==> src/shared/shsf_defines.vh <==
// Constants for the sync header stream framer
`ifndef SHSF_DEFINES_VH
`define SHSF_DEFINES_VH

`define SHSF_BLK_PER_MB     32
`define SHSF_BLK_IDX_W      5
`define SHSF_PAYLOAD_W      64
`define SHSF_BLK_LEN_BITS   66
`define SHSF_BLK_LAST       5'h1F

`define SHSF_FMT_W          2
`define SHSF_FMT_CRC12      2'h0
`define SHSF_FMT_FEC        2'h2

`define SHSF_CRC_W          12
`define SHSF_CRC_POLY       12'h80F
`define SHSF_FEC_W          26
`define SHSF_FEC_POLY       26'h0220211

`define SHSF_EXT_END_BIT    22
`define SHSF_PILOT_LSB      27
`define SHSF_PILOT          5'h10

`define SHSF_HDR_ONE        2'h2
`define SHSF_HDR_ZERO       2'h1

`define SHSF_CRC_FIXED_ONES 32'h80A88888

`endif

==> src/verilog/shsf_parity_gen.v <==
// Serial-equivalent LFSR parity over one payload block per cycle
`timescale 1ns/1ps
`default_nettype none
module shsf_parity_gen #(
	parameter                  WIDTH  = 12,
	parameter [WIDTH-1:0]      POLY   = 12'h80F,
	parameter                  DATA_W = 64
) (
	// Clock and reset
	input  wire                clk,
	input  wire                rstn,
	input  wire                ce,
	// Payload in
	input  wire                blk_step,
	input  wire                mb_first,
	input  wire [DATA_W-1:0]   blk_data,
	// Parity out
	output wire [WIDTH-1:0]    parity_next,
	output reg  [WIDTH-1:0]    state_q
);

	// Oldest transmitted bit first: data[DATA_W-1] down to data[0]
	function [WIDTH-1:0] step_block;
		input [WIDTH-1:0]  st;
		input [DATA_W-1:0] d;
		integer            i;
		reg   [WIDTH-1:0]  s;
		reg                fb;
		begin
			s = st;
			for (i = DATA_W - 1; i >= 0; i = i - 1) begin
				fb = s[WIDTH-1] ^ d[i];
				s  = {s[WIDTH-2:0], 1'b0} ^ (fb ? POLY : {WIDTH{1'b0}});
			end
			step_block = s;
		end
	endfunction

	// Zero seed at each multiblock start
	assign parity_next = step_block(mb_first ? {WIDTH{1'b0}} : state_q, blk_data);

	always @(posedge clk) begin
		if (!rstn) begin
			state_q <= {WIDTH{1'b0}};
		end else if (ce && blk_step) begin
			state_q <= parity_next;
		end
	end

endmodule // shsf_parity_gen
`default_nettype wire

==> src/verilog/shsf_emb_clock.v <==
// Block, multiblock and extended multiblock phase counter
`timescale 1ns/1ps
`default_nettype none
`include "shsf_defines.vh"
module shsf_emb_clock #(
	parameter                        EMB_W = 8
) (
	// Clock and reset
	input  wire                      clk,
	input  wire                      rstn,
	input  wire                      ce,
	// Control
	input  wire                      phase_reset,
	input  wire [EMB_W-1:0]          emb_len,
	// Phase
	output reg  [`SHSF_BLK_IDX_W-1:0] blk_idx_q,
	output reg  [EMB_W-1:0]          mb_idx_q,
	output wire                      mb_first,
	output wire                      mb_last_blk,
	output wire                      emb_last_mb,
	output wire                      local_ext_multiblock_clock_edge
);

	// Zero length would never close an extended multiblock; treat as one
	wire [EMB_W-1:0] emb_last_idx = (emb_len == {EMB_W{1'b0}}) ?
		{EMB_W{1'b0}} : emb_len - {{(EMB_W-1){1'b0}}, 1'b1};

	assign mb_first    = (blk_idx_q == {`SHSF_BLK_IDX_W{1'b0}});
	assign mb_last_blk = (blk_idx_q == `SHSF_BLK_LAST);
	assign emb_last_mb = (mb_idx_q >= emb_last_idx);
	// One edge per 66*32*E line bits
	assign local_ext_multiblock_clock_edge   = mb_first && (mb_idx_q == {EMB_W{1'b0}});

	always @(posedge clk) begin
		if (!rstn) begin
			blk_idx_q <= {`SHSF_BLK_IDX_W{1'b0}};
			mb_idx_q  <= {EMB_W{1'b0}};
		end else if (ce) begin
			if (phase_reset) begin
				// Deterministic phase from the reference edge
				blk_idx_q <= {`SHSF_BLK_IDX_W{1'b0}};
				mb_idx_q  <= {EMB_W{1'b0}};
			end else begin
				blk_idx_q <= blk_idx_q + {{(`SHSF_BLK_IDX_W-1){1'b0}}, 1'b1};
				if (mb_last_blk) begin
					if (emb_last_mb) begin
						mb_idx_q <= {EMB_W{1'b0}};
					end else begin
						mb_idx_q <= mb_idx_q + {{(EMB_W-1){1'b0}}, 1'b1};
					end
				end
			end
		end
	end

endmodule // shsf_emb_clock
`default_nettype wire

==> src/verilog/shsf_framer.v <==
// Transmit sync header stream framer for the 64B/66B link layer
// Overview of operation
// - Every 32 consecutive blocks form one multiblock.
// - Extended multiblock of E multiblocks must hold whole frames.
// - E equals one when a multiblock holds whole frames.
// - SYSREF resets the extended multiblock clock to a fixed phase.
// - Extended multiblock clock period is 66*32*E bit periods.
// - Sync header is always 01 or 10.
// - Header 10 sends a one, header 01 sends a zero.
// - Stream bits of 32 blocks in order form the 32-bit stream word.
// - Only CRC-12 and FEC stream formats; no CRC-3, no command channel.
// - Every stream word ends with pilot 00001.
// - Stream bit 22 is one only in the last multiblock of an extension.
// - CRC-12 of one multiblock is sent in the next multiblock.
// - Format select 0 gives CRC-12, 2 gives FEC.
// - All seven command bits in CRC format are sent as zero.
// - Parity covers 2048 payload bits; state cleared per multiblock.
// - FEC 26-bit parity of each multiblock goes in the next one.
// - CRC layout: CRC at 0-2,4-6,8-10,12-14; fixed ones; flag at 22.
// - FEC layout: parity 25..4 at 0-21, flag 22, parity 3..0 at 23-26.
// - FEC polynomial x^26+x^21+x^17+x^9+x^4+1.
`timescale 1ns/1ps
`default_nettype none
`include "shsf_defines.vh"
module shsf_framer #(
	parameter                          EMB_W = 8
) (
	// Clock, reset, enable
	input  wire                        clk,
	input  wire                        rstn,
	input  wire                        ce,
	// Configuration
	input  wire [`SHSF_FMT_W-1:0]      header_format_select,
	input  wire [EMB_W-1:0]            emb_len,
	// Phase reference pin
	input  wire                        sysref,
	// Scrambled payload in, one block per enabled cycle
	input  wire [`SHSF_PAYLOAD_W-1:0]  blk_data,
	// Framed block out
	output reg  [1:0]                  tx_header_q,
	output reg  [`SHSF_PAYLOAD_W-1:0]  tx_payload_q,
	output reg                         tx_valid_q,
	// Status
	output reg                         local_ext_multiblock_clock_q,
	output reg                         ext_multiblock_end_flag_q,
	output reg                         multiblock_end_pilot_q,
	output reg                         fmt_error_q
);

	// SYSREF pin crossing: three flops, change counts once stages two and three agree
	reg  sr_s1_q;
	reg  sr_s2_q;
	reg  sr_s3_q;
	reg  sr_level_q;
	wire sr_agree = (sr_s2_q == sr_s3_q);
	wire sr_rise  = sr_agree && sr_s3_q && !sr_level_q;

	always @(posedge clk) begin
		if (!rstn) begin
			sr_s1_q    <= 1'b0;
			sr_s2_q    <= 1'b0;
			sr_s3_q    <= 1'b0;
			sr_level_q <= 1'b0;
		end else if (ce) begin
			sr_s1_q <= sysref;
			sr_s2_q <= sr_s1_q;
			sr_s3_q <= sr_s2_q;
			if (sr_agree) begin
				sr_level_q <= sr_s3_q;
			end
		end
	end

	// Phase counters
	wire [`SHSF_BLK_IDX_W-1:0] blk_idx;
	wire [EMB_W-1:0]           mb_idx;
	wire                       mb_first;
	wire                       mb_last_blk;
	wire                       emb_last_mb;
	wire                       local_ext_multiblock_clock_edge;

	// A continuous reference at the extended multiblock rate lands on our own edge
	shsf_emb_clock #(
		.EMB_W       (EMB_W)
	) u_clock (
		.clk         (clk),
		.rstn        (rstn),
		.ce          (ce),
		.phase_reset (sr_rise),
		.emb_len     (emb_len),
		.blk_idx_q   (blk_idx),
		.mb_idx_q    (mb_idx),
		.mb_first    (mb_first),
		.mb_last_blk (mb_last_blk),
		.emb_last_mb (emb_last_mb),
		.local_ext_multiblock_clock_edge   (local_ext_multiblock_clock_edge)
	);

	// Parity generators run on every block; only the selected one is sent
	wire [`SHSF_CRC_W-1:0] crc_next;
	wire [`SHSF_FEC_W-1:0] fec_next;

	shsf_parity_gen #(
		.WIDTH       (`SHSF_CRC_W),
		.POLY        (`SHSF_CRC_POLY),
		.DATA_W      (`SHSF_PAYLOAD_W)
	) u_crc (
		.clk         (clk),
		.rstn        (rstn),
		.ce          (ce),
		.blk_step    (1'b1),
		.mb_first    (mb_first),
		.blk_data    (blk_data),
		.parity_next (crc_next),
		.state_q     ()
	);

	shsf_parity_gen #(
		.WIDTH       (`SHSF_FEC_W),
		.POLY        (`SHSF_FEC_POLY),
		.DATA_W      (`SHSF_PAYLOAD_W)
	) u_fec (
		.clk         (clk),
		.rstn        (rstn),
		.ce          (ce),
		.blk_step    (1'b1),
		.mb_first    (mb_first),
		.blk_data    (blk_data),
		.parity_next (fec_next),
		.state_q     ()
	);

	// Parity of the finished multiblock, held for the following one
	reg [`SHSF_CRC_W-1:0] crc_hold_q;
	reg [`SHSF_FEC_W-1:0] fec_hold_q;

	always @(posedge clk) begin
		if (!rstn) begin
			crc_hold_q <= {`SHSF_CRC_W{1'b0}};
		end else if (ce && mb_last_blk) begin
			crc_hold_q <= crc_next;
		end
	end

	always @(posedge clk) begin
		if (!rstn) begin
			fec_hold_q <= {`SHSF_FEC_W{1'b0}};
		end else if (ce && mb_last_blk) begin
			fec_hold_q <= fec_next;
		end
	end

	// Format is sampled at multiblock start so a word is never mixed
	wire fmt_is_fec = (header_format_select == `SHSF_FMT_FEC);
	wire fmt_is_crc = (header_format_select == `SHSF_FMT_CRC12);

	// Stream word candidates for the multiblock about to start
	localparam [31:0] CRC_ONES = `SHSF_CRC_FIXED_ONES;
	localparam [4:0]  PILOT    = `SHSF_PILOT;
	wire       [31:0] crc_word;
	wire       [31:0] fec_word;
	reg        [31:0] word_q;

	// Fixed ones keep the pilot pattern unique inside a CRC word
	assign crc_word[0]  = crc_hold_q[11];
	assign crc_word[1]  = crc_hold_q[10];
	assign crc_word[2]  = crc_hold_q[9];
	assign crc_word[3]  = CRC_ONES[3];
	assign crc_word[4]  = crc_hold_q[8];
	assign crc_word[5]  = crc_hold_q[7];
	assign crc_word[6]  = crc_hold_q[6];
	assign crc_word[7]  = CRC_ONES[7];
	assign crc_word[8]  = crc_hold_q[5];
	assign crc_word[9]  = crc_hold_q[4];
	assign crc_word[10] = crc_hold_q[3];
	assign crc_word[11] = CRC_ONES[11];
	assign crc_word[12] = crc_hold_q[2];
	assign crc_word[13] = crc_hold_q[1];
	assign crc_word[14] = crc_hold_q[0];
	assign crc_word[15] = CRC_ONES[15];
	// No command channel: its seven bits are always zero
	assign crc_word[16] = 1'b0;
	assign crc_word[17] = 1'b0;
	assign crc_word[18] = 1'b0;
	assign crc_word[19] = CRC_ONES[19];
	assign crc_word[20] = 1'b0;
	assign crc_word[21] = CRC_ONES[21];
	assign crc_word[`SHSF_EXT_END_BIT] = emb_last_mb;
	assign crc_word[23] = CRC_ONES[23];
	assign crc_word[24] = 1'b0;
	assign crc_word[25] = 1'b0;
	assign crc_word[26] = 1'b0;
	assign crc_word[31:`SHSF_PILOT_LSB] = PILOT;

	// FEC layout: high parity first, low four parity bits after the flag
	assign fec_word[0]  = fec_hold_q[25];
	assign fec_word[1]  = fec_hold_q[24];
	assign fec_word[2]  = fec_hold_q[23];
	assign fec_word[3]  = fec_hold_q[22];
	assign fec_word[4]  = fec_hold_q[21];
	assign fec_word[5]  = fec_hold_q[20];
	assign fec_word[6]  = fec_hold_q[19];
	assign fec_word[7]  = fec_hold_q[18];
	assign fec_word[8]  = fec_hold_q[17];
	assign fec_word[9]  = fec_hold_q[16];
	assign fec_word[10] = fec_hold_q[15];
	assign fec_word[11] = fec_hold_q[14];
	assign fec_word[12] = fec_hold_q[13];
	assign fec_word[13] = fec_hold_q[12];
	assign fec_word[14] = fec_hold_q[11];
	assign fec_word[15] = fec_hold_q[10];
	assign fec_word[16] = fec_hold_q[9];
	assign fec_word[17] = fec_hold_q[8];
	assign fec_word[18] = fec_hold_q[7];
	assign fec_word[19] = fec_hold_q[6];
	assign fec_word[20] = fec_hold_q[5];
	assign fec_word[21] = fec_hold_q[4];
	assign fec_word[`SHSF_EXT_END_BIT] = emb_last_mb;
	assign fec_word[23] = fec_hold_q[3];
	assign fec_word[24] = fec_hold_q[2];
	assign fec_word[25] = fec_hold_q[1];
	assign fec_word[26] = fec_hold_q[0];
	assign fec_word[31:`SHSF_PILOT_LSB] = PILOT;

	// Unsupported codes fall back to CRC-12 and raise the error flag
	wire [31:0] word_new = fmt_is_fec ? fec_word : crc_word;
	wire [31:0] word_cur = mb_first ? word_new : word_q;
	wire        strm_bit = word_cur[blk_idx];

	always @(posedge clk) begin
		if (!rstn) begin
			word_q <= 32'h00000000;
		end else if (ce && mb_first) begin
			word_q <= word_new;
		end
	end

	// Output block registers, one per output
	always @(posedge clk) begin
		if (!rstn) begin
			tx_header_q <= `SHSF_HDR_ZERO;
		end else if (ce) begin
			// Always a complementary pair
			tx_header_q <= strm_bit ? `SHSF_HDR_ONE : `SHSF_HDR_ZERO;
		end
	end

	always @(posedge clk) begin
		if (!rstn) begin
			tx_payload_q <= {`SHSF_PAYLOAD_W{1'b0}};
		end else if (ce) begin
			tx_payload_q <= blk_data;
		end
	end

	always @(posedge clk) begin
		if (!rstn) begin
			tx_valid_q <= 1'b0;
		end else if (ce) begin
			tx_valid_q <= 1'b1;
		end
	end

	always @(posedge clk) begin
		if (!rstn) begin
			local_ext_multiblock_clock_q <= 1'b0;
		end else if (ce) begin
			local_ext_multiblock_clock_q <= local_ext_multiblock_clock_edge;
		end
	end

	always @(posedge clk) begin
		if (!rstn) begin
			ext_multiblock_end_flag_q <= 1'b0;
		end else if (ce) begin
			ext_multiblock_end_flag_q <= emb_last_mb && mb_last_blk;
		end
	end

	always @(posedge clk) begin
		if (!rstn) begin
			multiblock_end_pilot_q <= 1'b0;
		end else if (ce) begin
			multiblock_end_pilot_q <= mb_last_blk;
		end
	end

	// Level follows the code in force for the word being sent
	always @(posedge clk) begin
		if (!rstn) begin
			fmt_error_q <= 1'b0;
		end else if (ce) begin
			if (mb_first) begin
				fmt_error_q <= !(fmt_is_crc || fmt_is_fec);
			end
		end
	end

endmodule // shsf_framer
`default_nettype wire

==> config.mk <==
export PLATFORM = sky130hd
export DESIGN_NAME = shsf_framer
export DESIGN_NICKNAME = d
export VERILOG_FILES = /design/src/verilog/shsf_parity_gen.v /design/src/verilog/shsf_emb_clock.v /design/src/verilog/shsf_framer.v
export VERILOG_INCLUDE_DIRS = /design/src /design/src/shared
export SDC_FILE = /design/constraint.sdc
export NUM_CORES = 1
export LEC_CHECK = 0
export BUFFER_PORTS_ARGS = -buffer_cell sky130_fd_sc_hd__buf_2
export CAP_MARGIN = 20
export CORE_ASPECT_RATIO = 1.4
export CORE_MARGIN = 4
export CORE_UTILIZATION = 40
export CTS_BUF_LIST = sky130_fd_sc_hd__clkbuf_8
export CTS_CLUSTER_SIZE = 14
export DETAILED_ROUTE_END_ITERATION = 7
export GPL_TIMING_DRIVEN = 0
export RECOVER_POWER = 100
export SLEW_MARGIN = 20
export SYNTH_ARGS = -nofsm -noshare
export SYNTH_HDL_FRONTEND = slang
export SYNTH_SLANG_ARGS = --single-unit
==> constraint.sdc <==
create_clock -name clk -period 12.55 [get_ports clk]
set_clock_uncertainty 0.05 [all_clocks]
set_input_delay 1.255 -clock clk [delete_from_list [all_inputs] [get_ports clk]]
set_output_delay 1.255 -clock clk [all_outputs]
set_load 0.01 [all_outputs]
==> flow_summary.yaml, run 1 <==
yosys:
  synthesis.area_per_instance_um2: 9.79
  syn-num-nets: 1353
  dominantRegCellSynth: "dfxtp_1"
  netlist_area_um2: 12300
  synth_seq_cells: 192
  synth.lib_cells_used.distinct: 55
  synth_enable_flop_cells: 0
  synth-warning-count: 0
  post_synthesis_cells: 1260
  synth_seq_area_share_pct: 31.2
  fraction_of_registers_with_async_set_or_reset_after_synthesis_pct: 0
sta:
  period_share_pct: 52.9
  worst-slew-pin-transition_ns: 2.76
  final-max-slew-violation-count: 8
  final-hold-violation-count: 0
  fmax_mhz: 151
  setup_violations: 0
  rsz0062_at_grt: "false"
  timing.max_slew.rel_slack_pct: -86.3
  period_needed_ns: 6.64
  fin_worst_hold_slack_ns: 0.413
  setup_ws_ns: 5.91
  finalSetupTns_ns: 0
route:
  wirelength_um: 38200
  drtAntennaViolNets: 0
  first_pass_iters: 5
  first_iter_violations: 360
  detail_route.drc_violations: 0
  detailroute.via_count: 9205
  viasPerCell: 5.09
  wire_per_inst_um: 21.1
global_routing:
  globalRoute.totalOverflow: 0
  first_global_vias: 9501
  wire_length_of_the_first_global_routing_pass_um: 57300
  grt_start_max_net_pins: 18
  grt.total_usage_pct: 22.7
  antenna_found_initial: 0
clock_network:
  clock_tree_from_tritoncts: "built"
  clock_insertion_delay_at_the_later_pin_of_the_skew_report_ns: 0.51
  postCtsSetupBuffers: 0
  cts_root_buf: "clkbuf_8"
  clk_pin_slew_ns: 0.10
  cts-htree-levels: 4
  cts_inserted_buffers: 17
  cts_resized: 0
  post_cts_hold_buffer_count: 0
  clk_path_buf_depth: 2
  cts.sinks: 192
floorplanning:
  core_area_um2: 30200
  dieWidth_um: 156
  die-area_um2: 33800
  die_h_um: 216
  initial_core_util_pct: 40.8
  std_cell_rows: 75
  floorplan.io_pins: 149
worst_hold_path:
  min_path_type: "flop to flop"
worst_setup_path:
  timing.critical_path.fanout_max: 7
  cp_data_required_time_ns: 12.94
  worst_path_class_setup: "flop to flop"
  worst_setup_path_start_kind: "flop"
  critical_path.endpoint_type: "flop"
  crit_arrival_ns: 7.03
layout:
  finalNetCount: 1505
  diodes: 0
  proportion_of_layout_cells_with_a_drive_suffix_above_1_pct: 8.15
  fill_cells: 3062
  layout-area-overhead-vs-synth_pct: 10.9
placed_design:
  globalplace.congestion: 0.877
  numPortBuffers: 133
  dp_slack_ns: 6.84
  post-dp-hpwl_um: 31400
status:
  outcome: "complete, but fails checks"
  violations: "max-capacitance violations, max-slew violations"
job:
  max-cap-violations: 1
[cells in the final DEF, fill, tap and decap left out, types with 25 or more instances in the layout]
cell / count
nor2b_1: 88
mux2i_1: 95
buf_2: 61
nand2_1: 135
xor2_1: 96
a21boi_0: 29
dfxtp_1: 192
xnor2_1: 202
o211a_1: 47
xnor3_1: 43
nor2_1: 35
o21ai_0: 25
clkbuf_1: 147
[per-stage QoR]
stage / utilization [%] / instance area (um2) / instances
2_1_floorplan: - / 12300 / 1260
3_3_place_gp: 44.6 / 13500 / 1778
3_5_place_dp: 44.7 / 13500 / 1778
4_1_cts: 45.9 / 13900 / 1809
5_1_grt: 45.3 / 13700 / 1809
6_report: 45.3 / 13700 / 1809
[worst paths after layout]
kind / depth (start not counted) / end / start / slack [ns]
max: 14 / u_fec.state_q[23] / u_clock.blk_idx_q[1] / 5.91
min: 1 / tx_valid_q / tx_valid_q / 0.41
max reg2reg: 14 / u_fec.state_q[23] / u_clock.blk_idx_q[1] / 5.91
min reg2reg: 1 / tx_valid_q / tx_valid_q / 0.41
[state kept, by name, summed over array words and instances (netlist names)]
| name | cells |
|---|---|
| tx_payload_q | 64 |
| word_q | 28 |
| fec_hold_q | 26 |
| u_fec.state_q | 26 |
| crc_hold_q | 12 |
| u_crc.state_q | 12 |
| u_clock.mb_idx_q | 8 |
| u_clock.blk_idx_q | 5 |
| tx_header_q | 2 |
| ext_multiblock_end_flag_q | 1 |
| fmt_error_q | 1 |
| local_ext_multiblock_clock_q | 1 |
| multiblock_end_pilot_q | 1 |
| sr_level_q | 1 |
| sr_s1_q | 1 |
| sr_s2_q | 1 |
| sr_s3_q | 1 |
| tx_valid_q | 1 |
[critical path: stages, from the launching register on]
cell     delay, ns
dfxtp_1       0.39
inv_1         0.23
ha_1          0.21
nor4b_1       2.11
nor2_1        0.36
xor2_1        0.39
xor2_1        0.20
xnor3_1       0.30
xnor3_1       0.54
xnor3_1       0.50
xnor2_1       0.19
xnor2_1       0.50
xnor2_1       0.31
mux2i_1       0.14
nor2b_1       0.13
[cell type report]
| class | instances | area, um2 | area share [%] |
|---|---|---|---|
| Buffer | 81 | 304 | 2.22 |
| Clock buffer | 18 | 248 | 1.81 |
| Clock inverter | 13 | 134 | 0.979 |
| Inverter | 12 | 45.0 | 0.329 |
| Multi-Input combinational cell | 975 | 8040 | 58.8 |
| Sequential cell | 192 | 3840 | 28.1 |
| Tap cell | 385 | 482 | 3.52 |
| Timing Repair Buffer | 133 | 576 | 4.21 |
[synthesized netlist by cell type (all sizes together), types with 2 or more instances]
cell type | count | area [um2]
xor2 | 106 | 1040
a2111oi | 2 | 17.5
buf | 18 | 91.3
nand3 | 22 | 110
nor2 | 35 | 131
or3 | 3 | 18.8
o21ai | 26 | 130
mux4 | 2 | 45.0
nand2 | 140 | 538
a311oi | 2 | 17.5
nand4 | 2 | 12.5
nor3b | 5 | 37.5
dfxtp | 192 | 3840
xnor2 | 206 | 1880
nor2b | 88 | 551
and3 | 11 | 68.8
and2 | 17 | 106
xnor3 | 45 | 1020
clkbuf | 63 | 236
o21a | 2 | 15.0
nand2b | 6 | 37.5
a21oi | 20 | 100
nor4b | 2 | 23.8
o22ai | 2 | 12.5
a211oi | 13 | 97.6
mux2i | 95 | 951
nand4b | 4 | 35.0
inv | 12 | 45.0
nand3b | 3 | 22.5
nor3 | 7 | 35.0
a21o | 7 | 52.6
ha | 15 | 188
a21boi | 29 | 218
o211a | 47 | 470
xor3 | 3 | 72.6
[per-layer routing]
metal	GRT usage [%]	share of wire [%]
met5	0	0
met4	13.6	6.5
met3	3.81	3.9
met2	40.3	51
met1	25.1	39
[logic make-up after synthesis]
| group | synth area share (%) |
|---|---|
| flops | 31.2 |
| fa+ha+maj | 1.52 |
| xor+xnor | 32.4 |
| mux | 8.17 |
| simple gates | 14.2 |
| compound gates | 9.51 |
| buf+inv | 3.02 |
Power of run 1 is not shown: default switching activity piles up to over one toggle a cycle in this logic, so the estimate is an artifact.
==> run 2: changes to the inputs <==
==> constraint.sdc (replaced) <==
create_clock -name clk -period 6.95 [get_ports clk]
set_clock_uncertainty 0.05 [all_clocks]
set_input_delay 0.695 -clock clk [delete_from_list [all_inputs] [get_ports clk]]
set_output_delay 0.695 -clock clk [all_outputs]
set_load 0.01 [all_outputs]
==> flow_summary.yaml, run 2 (same netlist as run 1, synthesis figures left out) <==
worst_setup_path:
  setup.reg_to_reg.worst_slack_ns: 0.97
  critical_path.reg2reg.endpoint: "fec_hold_q[21]"
  worst_setup_path_start_kind: "flop"
  timing.reg2reg.worst_path_depth: 17
  critical_path.endpoint_type: "flop"
  worst_path_class_setup: "flop to flop"
  crit-reg2reg-launch: "u_clock.blk_idx_q[1]"
  crit_arrival_ns: 6.38
  cp_data_required_time_ns: 7.35
  timing.critical_path.fanout_max: 10
clock_network:
  clk_pin_slew_ns: 0.11
  cts_root_buf: "clkbuf_8"
  cts-htree-levels: 4
  postCtsSetupBuffers: 0
  cts_inserted_buffers: 17
  clock_insertion_delay_at_the_later_pin_of_the_skew_report_ns: 0.51
  clk_path_buf_depth: 2
  post_cts_hold_buffer_count: 0
  cts_resized: 0
  cts.sinks: 192
  clock_tree_from_tritoncts: "built"
layout:
  largest_register_ff_count: 64
  layout_commonest_cell: "xnor2_1"
  post-route-cell-area_um2: 13700
  largest_registers: "tx_payload_q: 64 flops, word_q: 28 flops"
  diodes: 0
  largest_register_by_flop_count: "tx_payload_q"
  finalNetCount: 1505
  mostFrequentLayoutCells: "200 x xnor2_1, 192 x dfxtp_1, 147 x clkbuf_1"
  layout-area-overhead-vs-synth_pct: 11.1
  proportion_of_layout_cells_with_a_drive_suffix_above_1_pct: 8.36
floorplanning:
  core_area_um2: 30200
  die-area_um2: 33800
  initial_core_util_pct: 40.8
  floorplan.io_pins: 149
  die_h_um: 216
  dieWidth_um: 156
  std_cell_rows: 75
route:
  wirelength_um: 38200
  first_pass_iters: 5
  detail_route.drc_violations: 0
  viasPerCell: 5.10
  wire_per_inst_um: 21.1
  drtAntennaViolNets: 0
  detailroute.via_count: 9224
  first_iter_violations: 378
placed_design:
  numPortBuffers: 133
  post-dp-hpwl_um: 31400
  post_dp_cell_area_um2: 13500
  globalplace.congestion: 0.877
global_routing:
  wire_length_of_the_first_global_routing_pass_um: 57300
  grt_start_max_net_pins: 18
  antenna_found_initial: 0
  first_global_vias: 9501
  globalRoute.totalOverflow: 0
  grt.total_usage_pct: 22.7
worst_hold_path:
  min_path_type: "input port to flop"
  min_from: "header_format_select[0]"
  whs_path_depth: 3
  min_delay_worst_endpoint: "fmt_error_q"
job:
  max-cap-violations: 0
sta:
  worst-slew-pin-transition_ns: 0.936
  rsz0062_at_grt: "false"
  setup_violations: 0
  finalSetupTns_ns: 0
  timing.max_slew.rel_slack_pct: 37.3
  fmax_mhz: 167
  fin_worst_hold_slack_ns: 0.395
  period_needed_ns: 5.98
  final-max-slew-violation-count: 0
  final-hold-violation-count: 0
  period_share_pct: 86.0
status:
  outcome: "complete, no violations"
run 2: through the flow:
stage               std cells  util, %  setup slack [ns]
floorplan                1260        -              2.65
global placement         1778     44.6              1.42
detailed placement       1778     44.7              1.63
CTS                      1809     45.9              1.60
global route             1809     45.4             0.720
finish                   1809     45.4             0.970
run 2: how the worst max path moves through the flow:
stage	cells after the start	to	slack, ns	start
floorplan	16	u_clock.mb_idx_q[6]	2.65	emb_len[3]
global placement	14	u_fec.state_q[23]	1.42	u_clock.blk_idx_q[1]
detailed placement	16	fec_hold_q[21]	1.63	u_clock.blk_idx_q[1]
CTS	16	fec_hold_q[21]	1.60	u_clock.blk_idx_q[1]
global route	17	fec_hold_q[21]	0.72	u_clock.blk_idx_q[1]
finish	17	fec_hold_q[21]	0.97	u_clock.blk_idx_q[1]
run 2: layer usage:
metal  vias up  share of wire [%]  GRT usage, %
met5         -                  0             0
met4         0                6.5          13.6
met3        90                4.2          3.81
met2       273                 51          40.3
met1      4354                 39          25.1
li1       4507                  -             -
run 2: cell type report:
cell class | instances | area (um2)
Sequential cell | 192 | 3840
Timing Repair Buffer | 133 | 576
Clock buffer | 18 | 248
Multi-Input combinational cell | 975 | 8080
Buffer | 81 | 304
Inverter | 12 | 45.0
Tap cell | 385 | 482
Clock inverter | 13 | 134
Fill cell | 3057 | 16500
run 2: worst max-delay path: stages (launching register included):
cell and delay, ns:
dfxtp_1 0.47, inv_1 0.20, ha_1 0.23, or4b_1 0.30, clkbuf_1 0.46, clkbuf_1 0.46
clkbuf_1 0.48, nand2_2 0.11, xor2_1 0.36, xor2_1 0.18, xnor3_1 0.43, xor2_1 0.35
xnor2_1 0.25, xor3_1 0.46, xnor3_1 0.44, xor2_1 0.38, nand2_1 0.17, a21boi_1 0.15
Power of run 2 is left out for the same reason.
==> run 3: changes to the inputs <==
--- a/config.mk
+++ b/config.mk
@@ -8,7 +8,7 @@
 export LEC_CHECK = 0
 export BUFFER_PORTS_ARGS = -buffer_cell sky130_fd_sc_hd__buf_2
 export CAP_MARGIN = 20
-export CORE_ASPECT_RATIO = 1.4
+export CORE_ASPECT_RATIO = 2
 export CORE_MARGIN = 4
 export CORE_UTILIZATION = 40
 export CTS_BUF_LIST = sky130_fd_sc_hd__clkbuf_8
@@ -20,3 +20,4 @@
 export SYNTH_ARGS = -nofsm -noshare
 export SYNTH_HDL_FRONTEND = slang
 export SYNTH_SLANG_ARGS = --single-unit
+export TNS_END_PERCENT = 50
==> flow_summary.yaml, run 3 (same netlist as run 1, synthesis figures left out) <==
global_routing:
  grt.total_usage_pct: 24.0
  antenna_found_initial: 1
  first_global_vias: 9677
  globalRoute.totalOverflow: 0
  grt_start_max_net_pins: 17
  wire_length_of_the_first_global_routing_pass_um: 60200
floorplanning:
  core_area_um2: 30300
  dieWidth_um: 132
  floorplan.io_pins: 149
  die_h_um: 256
  initial_core_util_pct: 40.7
  die-area_um2: 33900
  std_cell_rows: 90
layout:
  layout_commonest_cell: "xnor2_1"
  fill_cells: 3054
  layout-area-overhead-vs-synth_pct: 10.5
  post-route-util_pct: 45.0
  proportion_of_layout_cells_with_a_drive_suffix_above_1_pct: 7.87
  finalNetCount: 1505
  largest_registers: "tx_payload_q: 64 flops, word_q: 28 flops"
  mostFrequentLayoutCells: "202 x xnor2_1, 192 x dfxtp_1, 147 x clkbuf_1"
  largest_register_ff_count: 64
  largest_register_by_flop_count: "tx_payload_q"
  post-route-cell-area_um2: 13600
route:
  wire_per_inst_um: 22.8
  detailroute.via_count: 9370
  wirelength_um: 40900
  first_pass_iters: 4
  first_iter_violations: 402
  detail_route.drc_violations: 0
  viasPerCell: 5.23
  drtAntennaViolNets: 0
worst_setup_path:
  setup.reg_to_reg.worst_slack_ns: 1.14
  worst_path_class_setup: "flop to flop"
  timing.critical_path.fanout_max: 10
  timing.reg2reg.worst_path_depth: 16
  crit_arrival_ns: 6.21
  crit-reg2reg-launch: "u_clock.blk_idx_q[1]"
  startpoint: "u_clock.blk_idx_q[1]"
  critical_path.endpoint_type: "flop"
  worstSetupEndpoint: "fec_hold_q[24]"
  worst_setup_path_start_kind: "flop"
  critical_path.reg2reg.endpoint: "fec_hold_q[24]"
  cp_data_required_time_ns: 7.35
clock_network:
  cts-htree-levels: 4
  post_cts_hold_buffer_count: 0
  cts.sinks: 192
  clk_pin_slew_ns: 0.10
  clk_path_buf_depth: 2
  postCtsSetupBuffers: 0
  cts_resized: 0
  clock_tree_from_tritoncts: "built"
  clock_insertion_delay_at_the_later_pin_of_the_skew_report_ns: 0.53
  cts_inserted_buffers: 17
  cts_root_buf: "clkbuf_8"
sta:
  setup_ws_ns: 1.14
  timing.max_slew.rel_slack_pct: 32.9
  rsz0062_at_grt: "false"
  worst-slew-pin-transition_ns: 1.01
  finalSetupTns_ns: 0
  period_share_pct: 83.6
  period_needed_ns: 5.81
  final-max-slew-violation-count: 0
  final-hold-violation-count: 0
  fmax_mhz: 172
  setup_violations: 0
placed_design:
  post-dp-hpwl_um: 34000
  numPortBuffers: 133
  post_dp_cell_area_um2: 13500
  dp_slack_ns: 1.76
  globalplace.congestion: 0.967
status:
  outcome: "complete, no violations"
worst_hold_path:
  min_path_type: "flop to flop"
job:
  max-cap-violations: 0
==> run 3: changes by cell type in the layout (fill, tap and decap cells not counted), sizes merged <==
cell	change
clkinvlp	-1
clkinv	-1
diode	+1
clkbuf	+1
==> run 3: stage by stage <==
step	instances	hold WS, ns
after floorplan	1260	0.384
after global placement	1761	0.390
after detailed placement	1761	0.391
after CTS	1791	0.388
after global routing	1792	0.425
final	1792	0.410
==> run 3: area by class of cell <==
cell class / instances / area (um2) / share of cell area (%)
Multi-Input combinational cell: 975 / 8040 / 59.0
Clock inverter: 11 / 93.8 / 0.688
Buffer: 81 / 312 / 2.28
Inverter: 12 / 45.0 / 0.330
Tap cell: 368 / 460 / 3.38
Antenna cell: 1 / 2.50 / 0.0184
Clock buffer: 19 / 262 / 1.92
Sequential cell: 192 / 3840 / 28.2
Timing Repair Buffer: 133 / 576 / 4.22
==> run 3: routing by layer <==
metal,GRT usage [%],vias to the layer above,wire length (um)
li1,-,4502,-
met1,21.7,4490,13400
met2,46.7,259,22800
met3,2.88,119,1060
met4,19.2,0,3620
met5,0,-,0
==> run 3: worst min-delay path by stage <==
stage,start,slack [ns],depth (start not counted),endpoint
floorplan,fec_hold_q[21],0.38,2,fec_hold_q[21]
global placement,tx_valid_q,0.39,1,tx_valid_q
detailed placement,tx_valid_q,0.39,1,tx_valid_q
CTS,blk_data[36],0.39,3,tx_payload_q[36]
global route,header_format_select[0],0.43,3,fmt_error_q
finish,tx_valid_q,0.41,1,tx_valid_q
==> run 3: worst max-delay path, stage by stage, from the launching register on <==
cell and delay [ns]:
dfxtp_1 0.49, inv_1 0.23, ha_1 0.24, or4b_1 0.28, clkbuf_1 0.50, clkbuf_1 0.47
nand2_1 0.17, xor2_1 0.43, xnor2_1 0.19, xnor3_1 0.31, xnor3_1 0.53, xnor3_1 0.44
xnor3_1 0.47, xnor2_1 0.37, xnor2_1 0.28, nand2_1 0.09, a21boi_0 0.17
Power of run 3 is left out for the same reason.
